File: config.mk
export PLATFORM = sky130hd
export DESIGN_NAME = ir_dma_fifo_pwm_irq
export DESIGN_NICKNAME = d
export VERILOG_FILES = /design/src/core/ir_pwm_pkg.sv /design/src/core/ir_dma_fifo_pwm_irq.sv
export VERILOG_INCLUDE_DIRS = /design/src /design/src/core
export SDC_FILE = /design/constraint.sdc
export NUM_CORES = 1
export LEC_CHECK = 0
export BUFFER_PORTS_ARGS = -buffer_cell sky130_fd_sc_hd__buf_2
export CAP_MARGIN = 5
export CORE_MARGIN = 2
export CORE_UTILIZATION = 64
export CTS_BUF_LIST = sky130_fd_sc_hd__clkbuf_16
export DETAILED_ROUTE_END_ITERATION = 7
export PLACE_DENSITY_LB_ADDON = 0.2
export SETUP_SLACK_MARGIN = 0.1
export SYNTH_ARGS = -nofsm -noshare
export SYNTH_HDL_FRONTEND = slang
export SYNTH_SLANG_ARGS = --single-unit
File: constraint.sdc
create_clock -name clk -period 10.25 [get_ports clk]
set_input_delay 0.5125 -clock clk [delete_from_list [all_inputs] [get_ports clk]]
set_output_delay 0.5125 -clock clk [all_outputs]
set_load 0.005 [all_outputs]
File: src/core/ir_pwm_regs.svh
`ifndef IR_PWM_REGS_SVH
`define IR_PWM_REGS_SVH
// register indices; byte address on the bus is four times the index
`define IDX_CH0_ENABLE 12'h781
`define IDX_CH0_MODE 12'h783
`define IDX_CH0_COMPARE_P 12'h794
`define IDX_CH0_PERIOD_P 12'h796
`define IDX_CH0_PULSE_NUM 12'h7AC
`define IDX_IRQ_MASK_PRI 12'h7B0
`define IDX_IRQ_STATUS_PRI 12'h7B1
`define IDX_IRQ_MASK_SEC 12'h7B2
`define IDX_IRQ_STATUS_SEC 12'h7B3
`define IDX_CH0_COMPARE_A 12'h7C4
`define IDX_CH0_PERIOD_A 12'h7C6
`define IDX_FIFO_ENTRY 12'h7C8
`define IDX_FIFO_STATUS 12'h7CD
`define IDX_FIFO_CLEAR 12'h7CE
`define IDX_FIFO_LEVEL_THR 12'h7CF
// element fields
`define ELEM_COUNT_MSB 13
`define ELEM_SHADOW_BIT 14
`define ELEM_CARRIER_BIT 15
// status bit positions; primary, except the stop bit, which is secondary bit 0
`define IRQ_PNUM_BIT 0
`define IRQ_FIFO_LVL_BIT 1
`define IRQ_FRAME0_BIT 2
`define IRQ_STOP_BIT 0
// fifo size in bytes
`define FIFO_BYTES 8
// reset values
`define RST_PERIOD 16'h0000
`define RST_COMPARE 16'h0000
`define RST_PULSE_NUM 14'h0000
`define RST_MASK 8'h00
`define RST_THRESHOLD 3'h0
`endif

File: src/core/ir_pwm_pkg.sv
`default_nettype none
package ir_pwm_pkg;
    typedef enum logic [3:0] {
        MODE_CONTINUOUS = 4'b0000,
        MODE_COUNTING = 4'b0001,
        MODE_REPEAT = 4'b0011,
        MODE_FIFO_CPU = 4'b0111,
        MODE_FIFO_DMA = 4'b1111
    } pwm_mode_e;
endpackage : ir_pwm_pkg
`default_nettype wire

File: src/core/ir_dma_fifo_pwm_irq.sv
// Overview of operation
// - element bits 13:0 count, bit 14 shadow set, bit 15 carrier or low.
// - element fifo holds eight bytes, four elements.
// - rising DMA channel enable in DMA mode sets channel 0 enable bit.
// - elements played in order; enable cleared by hardware when fifo runs dry.
// - end of fifo transmission with fifo empty sets secondary status bit 0.
// - stop event raises interrupt only while secondary mask bit 0 is one.
// - status flags cleared only by writing one; hardware never clears them.
// - nine interrupt sources in total.
// - channels 0 to 5 flag frame done at each frame end.
// - counting and repeat modes flag pulse-group done per group.
// - cpu fifo mode flags level below threshold and stop on empty.
// - DMA mode stop flag waits for DMA done, fifo empty, last wave sent.
// - eight mask bits primary, one secondary; source passes when mask one.
// - pending in eight primary status bits and secondary bit 0.
//
// Chosen here: the Avalon-MM interface to the registers.
`include "ir_pwm_regs.svh"
`default_nettype none
module ir_dma_fifo_pwm_irq #(
    parameter int DEPTH = `FIFO_BYTES / 2
) (
    input wire logic clk,
    input wire logic rst_n,
    input wire logic ce,
    input wire logic [13:0] avs_address,
    input wire logic avs_read,
    input wire logic avs_write,
    input wire logic [31:0] avs_writedata,
    input wire logic [3:0] avs_byteenable,
    output logic [31:0] avs_readdata,
    output logic avs_waitrequest,
    input wire logic dma_ch_enable,
    input wire logic dma_done,
    input wire logic dma_valid,
    input wire logic [15:0] dma_elem,
    output logic dma_ready,
    input wire logic [4:0] frame_done_ext,
    output logic pwm_out,
    output logic irq
);
    localparam int PW = $clog2(DEPTH);

    logic rst_s1_q;
    logic rst_s2_q;
    always_ff @(posedge clk or negedge rst_n) begin
        if (!rst_n) begin
            rst_s1_q <= 1'b0;
            rst_s2_q <= 1'b0;
        end else begin
            rst_s1_q <= 1'b1;
            rst_s2_q <= rst_s1_q;
        end
    end
    wire srst_n = rst_s2_q;

    // bus: one wait cycle, the access completes on the edge waitrequest is low
    logic wait_q;
    logic [31:0] rdata_q;
    wire [11:0] idx = avs_address[13:2];
    wire wr_go = !wait_q && avs_write && avs_byteenable[0];
    function automatic logic hit(input logic [11:0] a, input logic [11:0] r);
        hit = (a == r);
    endfunction : hit

    // per-register write strobes, valid only on the completing edge
    wire enable_wr = wr_go && hit(idx, `IDX_CH0_ENABLE);
    wire mode_wr = wr_go && hit(idx, `IDX_CH0_MODE);
    wire cmp_p_wr = wr_go && hit(idx, `IDX_CH0_COMPARE_P);
    wire per_p_wr = wr_go && hit(idx, `IDX_CH0_PERIOD_P);
    wire cmp_a_wr = wr_go && hit(idx, `IDX_CH0_COMPARE_A);
    wire per_a_wr = wr_go && hit(idx, `IDX_CH0_PERIOD_A);
    wire pnum_wr = wr_go && hit(idx, `IDX_CH0_PULSE_NUM);
    wire mask_p_wr = wr_go && hit(idx, `IDX_IRQ_MASK_PRI);
    wire stat_p_wr = wr_go && hit(idx, `IDX_IRQ_STATUS_PRI);
    wire mask_s_wr = wr_go && hit(idx, `IDX_IRQ_MASK_SEC);
    wire stat_s_wr = wr_go && hit(idx, `IDX_IRQ_STATUS_SEC);
    wire entry_wr = wr_go && hit(idx, `IDX_FIFO_ENTRY);
    wire clear_wr = wr_go && hit(idx, `IDX_FIFO_CLEAR);
    wire thr_wr = wr_go && hit(idx, `IDX_FIFO_LEVEL_THR);

    logic en_q;
    logic dma_en_prev_q;
    logic busy_q;
    logic carrier_q;
    logic shadow_q;
    logic pwm_q;
    logic irq_q;
    logic dma_ready_q;
    logic [3:0] mode_q;
    logic [15:0] cmp_p_q;
    logic [15:0] per_p_q;
    logic [15:0] cmp_a_q;
    logic [15:0] per_a_q;
    logic [15:0] frm_q;
    logic [13:0] pnum_q;
    logic [13:0] grp_q;
    logic [7:0] mask_p_q;
    logic [7:0] stat_p_q;
    logic mask_s_q;
    logic stat_s_q;
    logic [2:0] thr_q;
    logic [15:0] mem [DEPTH];
    logic [PW-1:0] wp_q;
    logic [PW-1:0] rp_q;
    logic [PW:0] cnt_q;

    wire m_dma = mode_q == ir_pwm_pkg::MODE_FIFO_DMA;
    wire m_cpu = mode_q == ir_pwm_pkg::MODE_FIFO_CPU;
    wire m_fifo = m_dma || m_cpu;
    wire m_cont = mode_q == ir_pwm_pkg::MODE_CONTINUOUS;
    wire m_grp = mode_q == ir_pwm_pkg::MODE_COUNTING || mode_q == ir_pwm_pkg::MODE_REPEAT;
    wire empty = cnt_q == '0;
    wire full = cnt_q == (PW + 1)'(DEPTH);

    // frame timing; shadow element picks the alternate pair
    wire [15:0] per_sel = shadow_q ? per_a_q : per_p_q;
    wire [15:0] cmp_sel = shadow_q ? cmp_a_q : cmp_p_q;
    wire frame_end = en_q && busy_q && ({1'b0, frm_q} + 17'h00001 >= {1'b0, per_sel});
    wire last_frame = frame_end && !m_cont && grp_q <= 14'h0001;
    wire group_free = !busy_q || last_frame;
    wire load = en_q && group_free && (m_fifo ? !empty : !(m_grp && last_frame
        && mode_q == ir_pwm_pkg::MODE_COUNTING));
    wire pop = load && m_fifo;
    wire [15:0] head = m_fifo ? mem[rp_q] : {1'b1, 1'b0, pnum_q};
    // the stop waits for an idle cycle so the final frame is fully out
    wire fifo_stop = en_q && m_fifo && !busy_q && empty && (!m_dma || dma_done);
    wire cnt_stop = last_frame && mode_q == ir_pwm_pkg::MODE_COUNTING;

    // fifo writers: DMA in DMA mode, the entry register in cpu mode
    wire push_dma = m_dma && dma_valid && dma_ready_q;
    wire push_cpu = m_cpu && entry_wr && !full;
    wire push = push_dma || push_cpu;
    wire [15:0] push_data = push_dma ? dma_elem : avs_writedata[15:0];
    // clearing during transmission would tear a group, so it is refused
    wire fifo_clr = clear_wr && avs_writedata[0] && !en_q;
    wire [PW:0] cnt_d = fifo_clr ? '0 : cnt_q + (PW + 1)'(push) - (PW + 1)'(pop);

    wire dma_rise = dma_ch_enable && !dma_en_prev_q;
    wire en_d = (fifo_stop || cnt_stop) ? 1'b0 :
        (dma_rise && m_dma) ? 1'b1 :
        enable_wr ? avs_writedata[0] : en_q;

    // interrupt events, set wins over a simultaneous clear
    wire [7:0] ev_p = {frame_done_ext, frame_end,
        m_cpu && ({1'b0, cnt_q} < {1'b0, thr_q}),
        last_frame && m_grp};
    wire ev_s = fifo_stop;
    wire [7:0] clr_p = stat_p_wr ? avs_writedata[7:0] : 8'h00;
    wire clr_s = stat_s_wr && avs_writedata[0];
    logic [7:0] stat_p_d;
    // one flag per source; a clear by a one loses to a same-cycle event
    for (genvar b = 0; b < 8; b++) begin : g_flag
        assign stat_p_d[b] = (stat_p_q[b] && !clr_p[b]) || ev_p[b];
    end
    wire stat_s_d = (stat_s_q & ~clr_s) | ev_s;
    wire irq_d = |(stat_p_d & mask_p_q) || (stat_s_d && mask_s_q);

    wire [31:0] rd_mux =
        hit(idx, `IDX_CH0_ENABLE) ? {31'h0, en_q} :
        hit(idx, `IDX_CH0_MODE) ? {28'h0, mode_q} :
        hit(idx, `IDX_CH0_COMPARE_P) ? {16'h0, cmp_p_q} :
        hit(idx, `IDX_CH0_PERIOD_P) ? {16'h0, per_p_q} :
        hit(idx, `IDX_CH0_COMPARE_A) ? {16'h0, cmp_a_q} :
        hit(idx, `IDX_CH0_PERIOD_A) ? {16'h0, per_a_q} :
        hit(idx, `IDX_CH0_PULSE_NUM) ? {18'h0, pnum_q} :
        hit(idx, `IDX_IRQ_MASK_PRI) ? {24'h0, mask_p_q} :
        hit(idx, `IDX_IRQ_STATUS_PRI) ? {24'h0, stat_p_q} :
        hit(idx, `IDX_IRQ_MASK_SEC) ? {31'h0, mask_s_q} :
        hit(idx, `IDX_IRQ_STATUS_SEC) ? {31'h0, stat_s_q} :
        hit(idx, `IDX_FIFO_STATUS) ? {24'h0, full, empty, 6'(cnt_q)} :
        hit(idx, `IDX_FIFO_LEVEL_THR) ? {29'h0, thr_q} : 32'h0;

    always_ff @(posedge clk or negedge srst_n) begin
        if (!srst_n) begin
            wait_q <= 1'b1;
        end else if (ce) begin
            wait_q <= !wait_q ? 1'b1 : !(avs_read || avs_write);
        end
    end

    // read data captured in the wait cycle, so it stands on the completing edge
    always_ff @(posedge clk or negedge srst_n) begin
        if (!srst_n) begin
            rdata_q <= 32'h0;
        end else if (ce && wait_q && avs_read) begin
            rdata_q <= rd_mux;
        end
    end

    always_ff @(posedge clk or negedge srst_n) begin
        if (!srst_n) begin
            mode_q <= ir_pwm_pkg::MODE_CONTINUOUS;
            cmp_p_q <= `RST_COMPARE;
            per_p_q <= `RST_PERIOD;
            cmp_a_q <= `RST_COMPARE;
            per_a_q <= `RST_PERIOD;
            pnum_q <= `RST_PULSE_NUM;
            mask_p_q <= `RST_MASK;
            mask_s_q <= 1'b0;
            thr_q <= `RST_THRESHOLD;
        end else if (ce) begin
            if (mode_wr) begin
                mode_q <= avs_writedata[3:0];
            end
            if (cmp_p_wr) begin
                cmp_p_q <= avs_writedata[15:0];
            end
            if (per_p_wr) begin
                per_p_q <= avs_writedata[15:0];
            end
            if (cmp_a_wr) begin
                cmp_a_q <= avs_writedata[15:0];
            end
            if (per_a_wr) begin
                per_a_q <= avs_writedata[15:0];
            end
            if (pnum_wr) begin
                pnum_q <= avs_writedata[13:0];
            end
            if (mask_p_wr) begin
                mask_p_q <= avs_writedata[7:0];
            end
            if (mask_s_wr) begin
                mask_s_q <= avs_writedata[0];
            end
            if (thr_wr) begin
                thr_q <= avs_writedata[2:0];
            end
        end
    end

    // fifo storage and pointers
    always_ff @(posedge clk) begin
        if (ce && push) begin
            mem[wp_q] <= push_data;
        end
    end

    always_ff @(posedge clk or negedge srst_n) begin
        if (!srst_n) begin
            wp_q <= '0;
            rp_q <= '0;
            cnt_q <= '0;
        end else if (ce) begin
            wp_q <= fifo_clr ? '0 : wp_q + PW'(push);
            rp_q <= fifo_clr ? '0 : rp_q + PW'(pop);
            cnt_q <= cnt_d;
        end
    end

    // ready from the next count, so a full fifo never takes one more element
    always_ff @(posedge clk or negedge srst_n) begin
        if (!srst_n) begin
            dma_ready_q <= 1'b0;
        end else if (ce) begin
            dma_ready_q <= m_dma && (cnt_d < (PW + 1)'(DEPTH));
        end
    end

    // enable and the DMA enable edge detector; idle DMA enable is low
    always_ff @(posedge clk or negedge srst_n) begin
        if (!srst_n) begin
            en_q <= 1'b0;
            dma_en_prev_q <= 1'b0;
        end else if (ce) begin
            en_q <= en_d;
            dma_en_prev_q <= dma_ch_enable;
        end
    end

    // waveform engine: group sequencer
    always_ff @(posedge clk or negedge srst_n) begin
        if (!srst_n) begin
            busy_q <= 1'b0;
            carrier_q <= 1'b0;
            shadow_q <= 1'b0;
            grp_q <= 14'h0;
            frm_q <= 16'h0;
        end else if (ce) begin
            if (!en_q) begin
                busy_q <= 1'b0;
            end else if (load) begin
                busy_q <= 1'b1;
                carrier_q <= head[`ELEM_CARRIER_BIT];
                shadow_q <= head[`ELEM_SHADOW_BIT];
                grp_q <= head[`ELEM_COUNT_MSB:0];
                frm_q <= 16'h0;
            end else if (group_free) begin
                busy_q <= 1'b0;
            end else if (frame_end) begin
                frm_q <= 16'h0;
                grp_q <= m_cont ? grp_q : grp_q - 14'h0001;
            end else begin
                frm_q <= frm_q + 16'h0001;
            end
        end
    end

    // disabling drops the output at once; low gaps drive steady low
    always_ff @(posedge clk or negedge srst_n) begin
        if (!srst_n) begin
            pwm_q <= 1'b0;
        end else if (ce) begin
            pwm_q <= en_d && en_q && busy_q && carrier_q && (frm_q < cmp_sel);
        end
    end

    always_ff @(posedge clk or negedge srst_n) begin
        if (!srst_n) begin
            stat_p_q <= 8'h00;
            stat_s_q <= 1'b0;
        end else if (ce) begin
            stat_p_q <= stat_p_d;
            stat_s_q <= stat_s_d;
        end
    end

    // irq built from next-state flags, so a clear drops it with the flag
    always_ff @(posedge clk or negedge srst_n) begin
        if (!srst_n) begin
            irq_q <= 1'b0;
        end else if (ce) begin
            irq_q <= irq_d;
        end
    end

    assign avs_readdata = rdata_q;
    assign avs_waitrequest = wait_q;
    assign dma_ready = dma_ready_q;
    assign pwm_out = pwm_q;
    assign irq = irq_q;
endmodule : ir_dma_fifo_pwm_irq
`default_nettype wire

==> summary.txt <==
Timing
  – Crit share post-route: 0.553
  – Worst slew pin tran: 1.12 ns
  – Endpoints failing setup: 0
  – Max-Slew Margin vs Limit: 0.249
  – Setup Skew: 0.0253 ns
  – RSZ-0062 raised after global routing: false
  – Fin crit period: 5.67 ns
  – Max Slew Vio Count: 0
  – Setup TNS: 0 ns
  – Final-report hold violation count: 0
  – Max Clk Rate: 0.176 GHz

Critical path
  – CP startpoint kind: flip-flop
  – CP Buf/Inv Count: 1
  – Crit Path Category: flip-flop to flip-flop
  – Worst Path Max Fanout: 8
  – WP data required: 10.70 ns
  – CP Capture Type: flip-flop
  – Worst-path cell chain: and4_1 -> and2_1 -> and3_1 -> and3_1 -> nand3_1 -> xnor2_1 -> ha_1 -> nand2_1 -> or4_1 -> a31o_1 -> a311o_1 -> o211a_2 -> nor4_1 -> ha_1 -> inv_1 -> ha_1 -> fa_1 -> xnor2_1 -> xnor2_1 -> a21oi_1 -> o2bb2ai_1
  – Crit path max-delay cell type: nor4_1
  – CP delay by family, top: simple AND/OR/NAND/NOR gates
  – Worst EP arrival: 6.13 ns
  – Slowest Stage Delay on Critical Path: 0.74 ns

Global routing
  – GRT Residual Overflow: 0
  – Initial antenna violation count: 0
  – First-pass GRT wire length: 48000 µm
  – Global-route usage over all layers: 0.308
  – Vias in the first global route: 8765
  – Pin count of the biggest net entering global routing: 80

Routing
  – Final ANT Viol Nets: 0
  – # DRC: 0
  – Drt pass-1 iters: 5
  – Via count: 8784
  – Wirelength, routed: 30000 µm
  – Vias/cell: 6.63
  – Drt wl/cell: 22.6 µm
  – DR iter-0 viols: 882

Floorplanning
  – Starting Density: 0.648
  – Die H: 141 µm
  – Core ar.: 18600 µm²
  – Die footprint: 19900 µm²
  – Number of placement rows: 50
  – IO Pins: 115
  – Die W: 141 µm

Yosys
  – Post-synth EDFFs: 64
  – Post-synth ARST share: 0.723
  – Flops & latches, synth: 231
  – Synth Cell Area: 12000 µm²
  – Mean area per synthesized cell: 12.0 µm²
  – Seq/Total Area, Yosys: 0.507
  – Ys flop type: dfrtp_1
  – Mapped Cells: 1000
  – Netlist cell types: 86
  – YS warnings: 0

CTS
  – Clock buffer depth: 3
  – Clock latency on the worst-skew pair: 0.54 ns
  – TritonCTS clock tree: done
  – Hold_buf cts: 1
  – Post-CTS Setup Inserts: 0
  – Post_cts resized: 0
  – Clock buffer count from CTS: 25
  – Clk sinks: 231
  – CTS Root Cell: clkbuf_16
  – Clock H-tree levels: 1
  – Clock slew at reported path FFs: 0.07 ns

Power
  – P_leak: 5.96 nW
  – Total Power: 2.28 mW
  – Power Density: 169 nW/µm²
  – Worst vdd ir: 150 µV

Placed design
  – Dpl hpwl: 20700 µm
  – GP Congestion: 0.952
  – # port buffers: 77
  – Total placed cells including tap cells: 1277

Status
  – Status: completed

Cells and area
  – Share of cells above drive strength 1: 0.270
  – Number of non-filler instances in the completed layout: 1324
  – Final-stage net count: 1191
  – Final core utilization: 0.726
  – Area taken by multi-input logic gates: 5640 µm²
  – Number of diodes: 0
  – Reg area: 6110 µm²
  – Synthesis-to-layout area growth: 12.2%
  – Fillcell total: 1297

Worst hold path
  – Hold Path Class: flip-flop to async pin

Run
  – Max-Cap Viols: 0
## cell usage after synthesis (8+ instances only)
cell	instances	share of area
and3_1	11	0.0057
inv_1	21	0.0066
nand4_1	9	0.0047
nor3_1	12	0.0050
clkbuf_1	38	0.012
dfrtp_1	166	0.35
ha_1	40	0.042
buf_4	16	0.010
o21ai_0	29	0.012
mux2_2	110	0.10
nor4_1	10	0.0052
a21oi_1	30	0.012
a22oi_1	10	0.0062
a222oi_1	19	0.016
edfxtp_1	64	0.16
mux4_2	16	0.030
xor2_1	8	0.0058
nor2_1	51	0.016
xnor2_1	11	0.0080
a21o_1	14	0.0087
o31ai_1	9	0.0056
a22o_1	18	0.013
nand2_1	82	0.026
nand3_1	26	0.011
mux2i_1	46	0.038
## worst paths after layout
check                                   from     endpoint  slack (ns)  cells after the start
min                                 rst_s2_q     thr_q[0]        0.13                      0
max                                 frm_q[2]    dma_ready        4.58                     21
max in group asynchronous           rst_s2_q   per_a_q[8]        7.92                      2
min in group clk           frame_done_ext[0]  stat_p_q[3]        0.23                      2
max reg2reg                         frm_q[2]    dma_ready        4.58                     21
min reg2reg                         rst_s2_q     thr_q[0]        0.13                      0
## power breakdown
group / switching [mW] / internal, mW / leakage, nW / total [mW]
sequential: 0.0537 / 0.990 / 2.80 / 1.04
combinational: 0.168 / 0.120 / 2.70 / 0.288
clock: 0.371 / 0.575 / 0.455 / 0.946
## cells in the final DEF (no fill, tap or decap), types with 8 or more instances in the layout
cell type and instances:
a21o_1 14, a21oi_1 30, a222oi_1 19, a22o_1 18, a22oi_1 10, and3_1 11
buf_2 77, buf_4 16, clkbuf_16 27, conb_1 17, dfrtp_1 164, edfxtp_1 64
ha_1 40, inv_1 26, mux2_2 110, mux2i_1 46, mux4_2 16, nand2_1 82
nand3_1 26, nand4_1 9, nor2_1 51, nor3_1 9, o21ai_0 29, o31ai_1 9
xnor2_1 11, xor2_1 8
## metrics by stage
stage | setup slack [ns] | area [µm²] | hold WS (ns)
2_1_floorplan | 5.25 | 12100 | 0.217
3_3_place_gp | 4.73 | 12600 | 0.146
3_5_place_dp | 4.67 | 12600 | 0.150
4_1_cts | 4.62 | 13500 | 0.149
5_1_grt | 4.21 | 13500 | 0.152
6_report | 4.58 | 13500 | 0.134
## state kept, by name (all words and copies together) (netlist names), 4 cells and up
signal / cells
avs_readdata: 16
cmp_a_q: 16
cmp_p_q: 16
frm_q: 16
grp_q: 14
mask_p_q: 8
mem: 64
mode_q: 4
per_a_q: 16
per_p_q: 16
pnum_q: 14
stat_p_q: 8
## metal layers
| metal | wire (µm) | GRT usage |
|---|---|---|
| met2 | 14200 | 0.493 |
| met5 | 0 | 0 |
| met4 | 793 | 0.0884 |
| met3 | 2230 | 0.0540 |
| met1 | 12800 | 0.437 |
## area by class of cell
class,count,share of cell area
sequential,231,0.452
inverter,21,0.00584
clock buffer,27,0.0501
multi-input combinational,698,0.418
tap,234,0.0217
clock inverter,19,0.0143
timing repair buffer,94,0.0382
## kinds of logic (layout without fill, tap and decap cells)
kind of cell             after synthesis  in the layout  share of synthesized area
other                                  2             17                   0.000624
multiplexers                         174            174                      0.174
AND/OR/NAND/NOR                      250            250                      0.107
adder cells (fa/ha/maj)               41             41                     0.0433
AO/OA/AOI/OAI                        197            197                      0.122
flip-flops                           231            231                      0.507
buffers and inverters                 86            161                     0.0328
XOR/XNOR                              19             19                     0.0138
No activity file was read; power rests on OpenSTA's default activity.
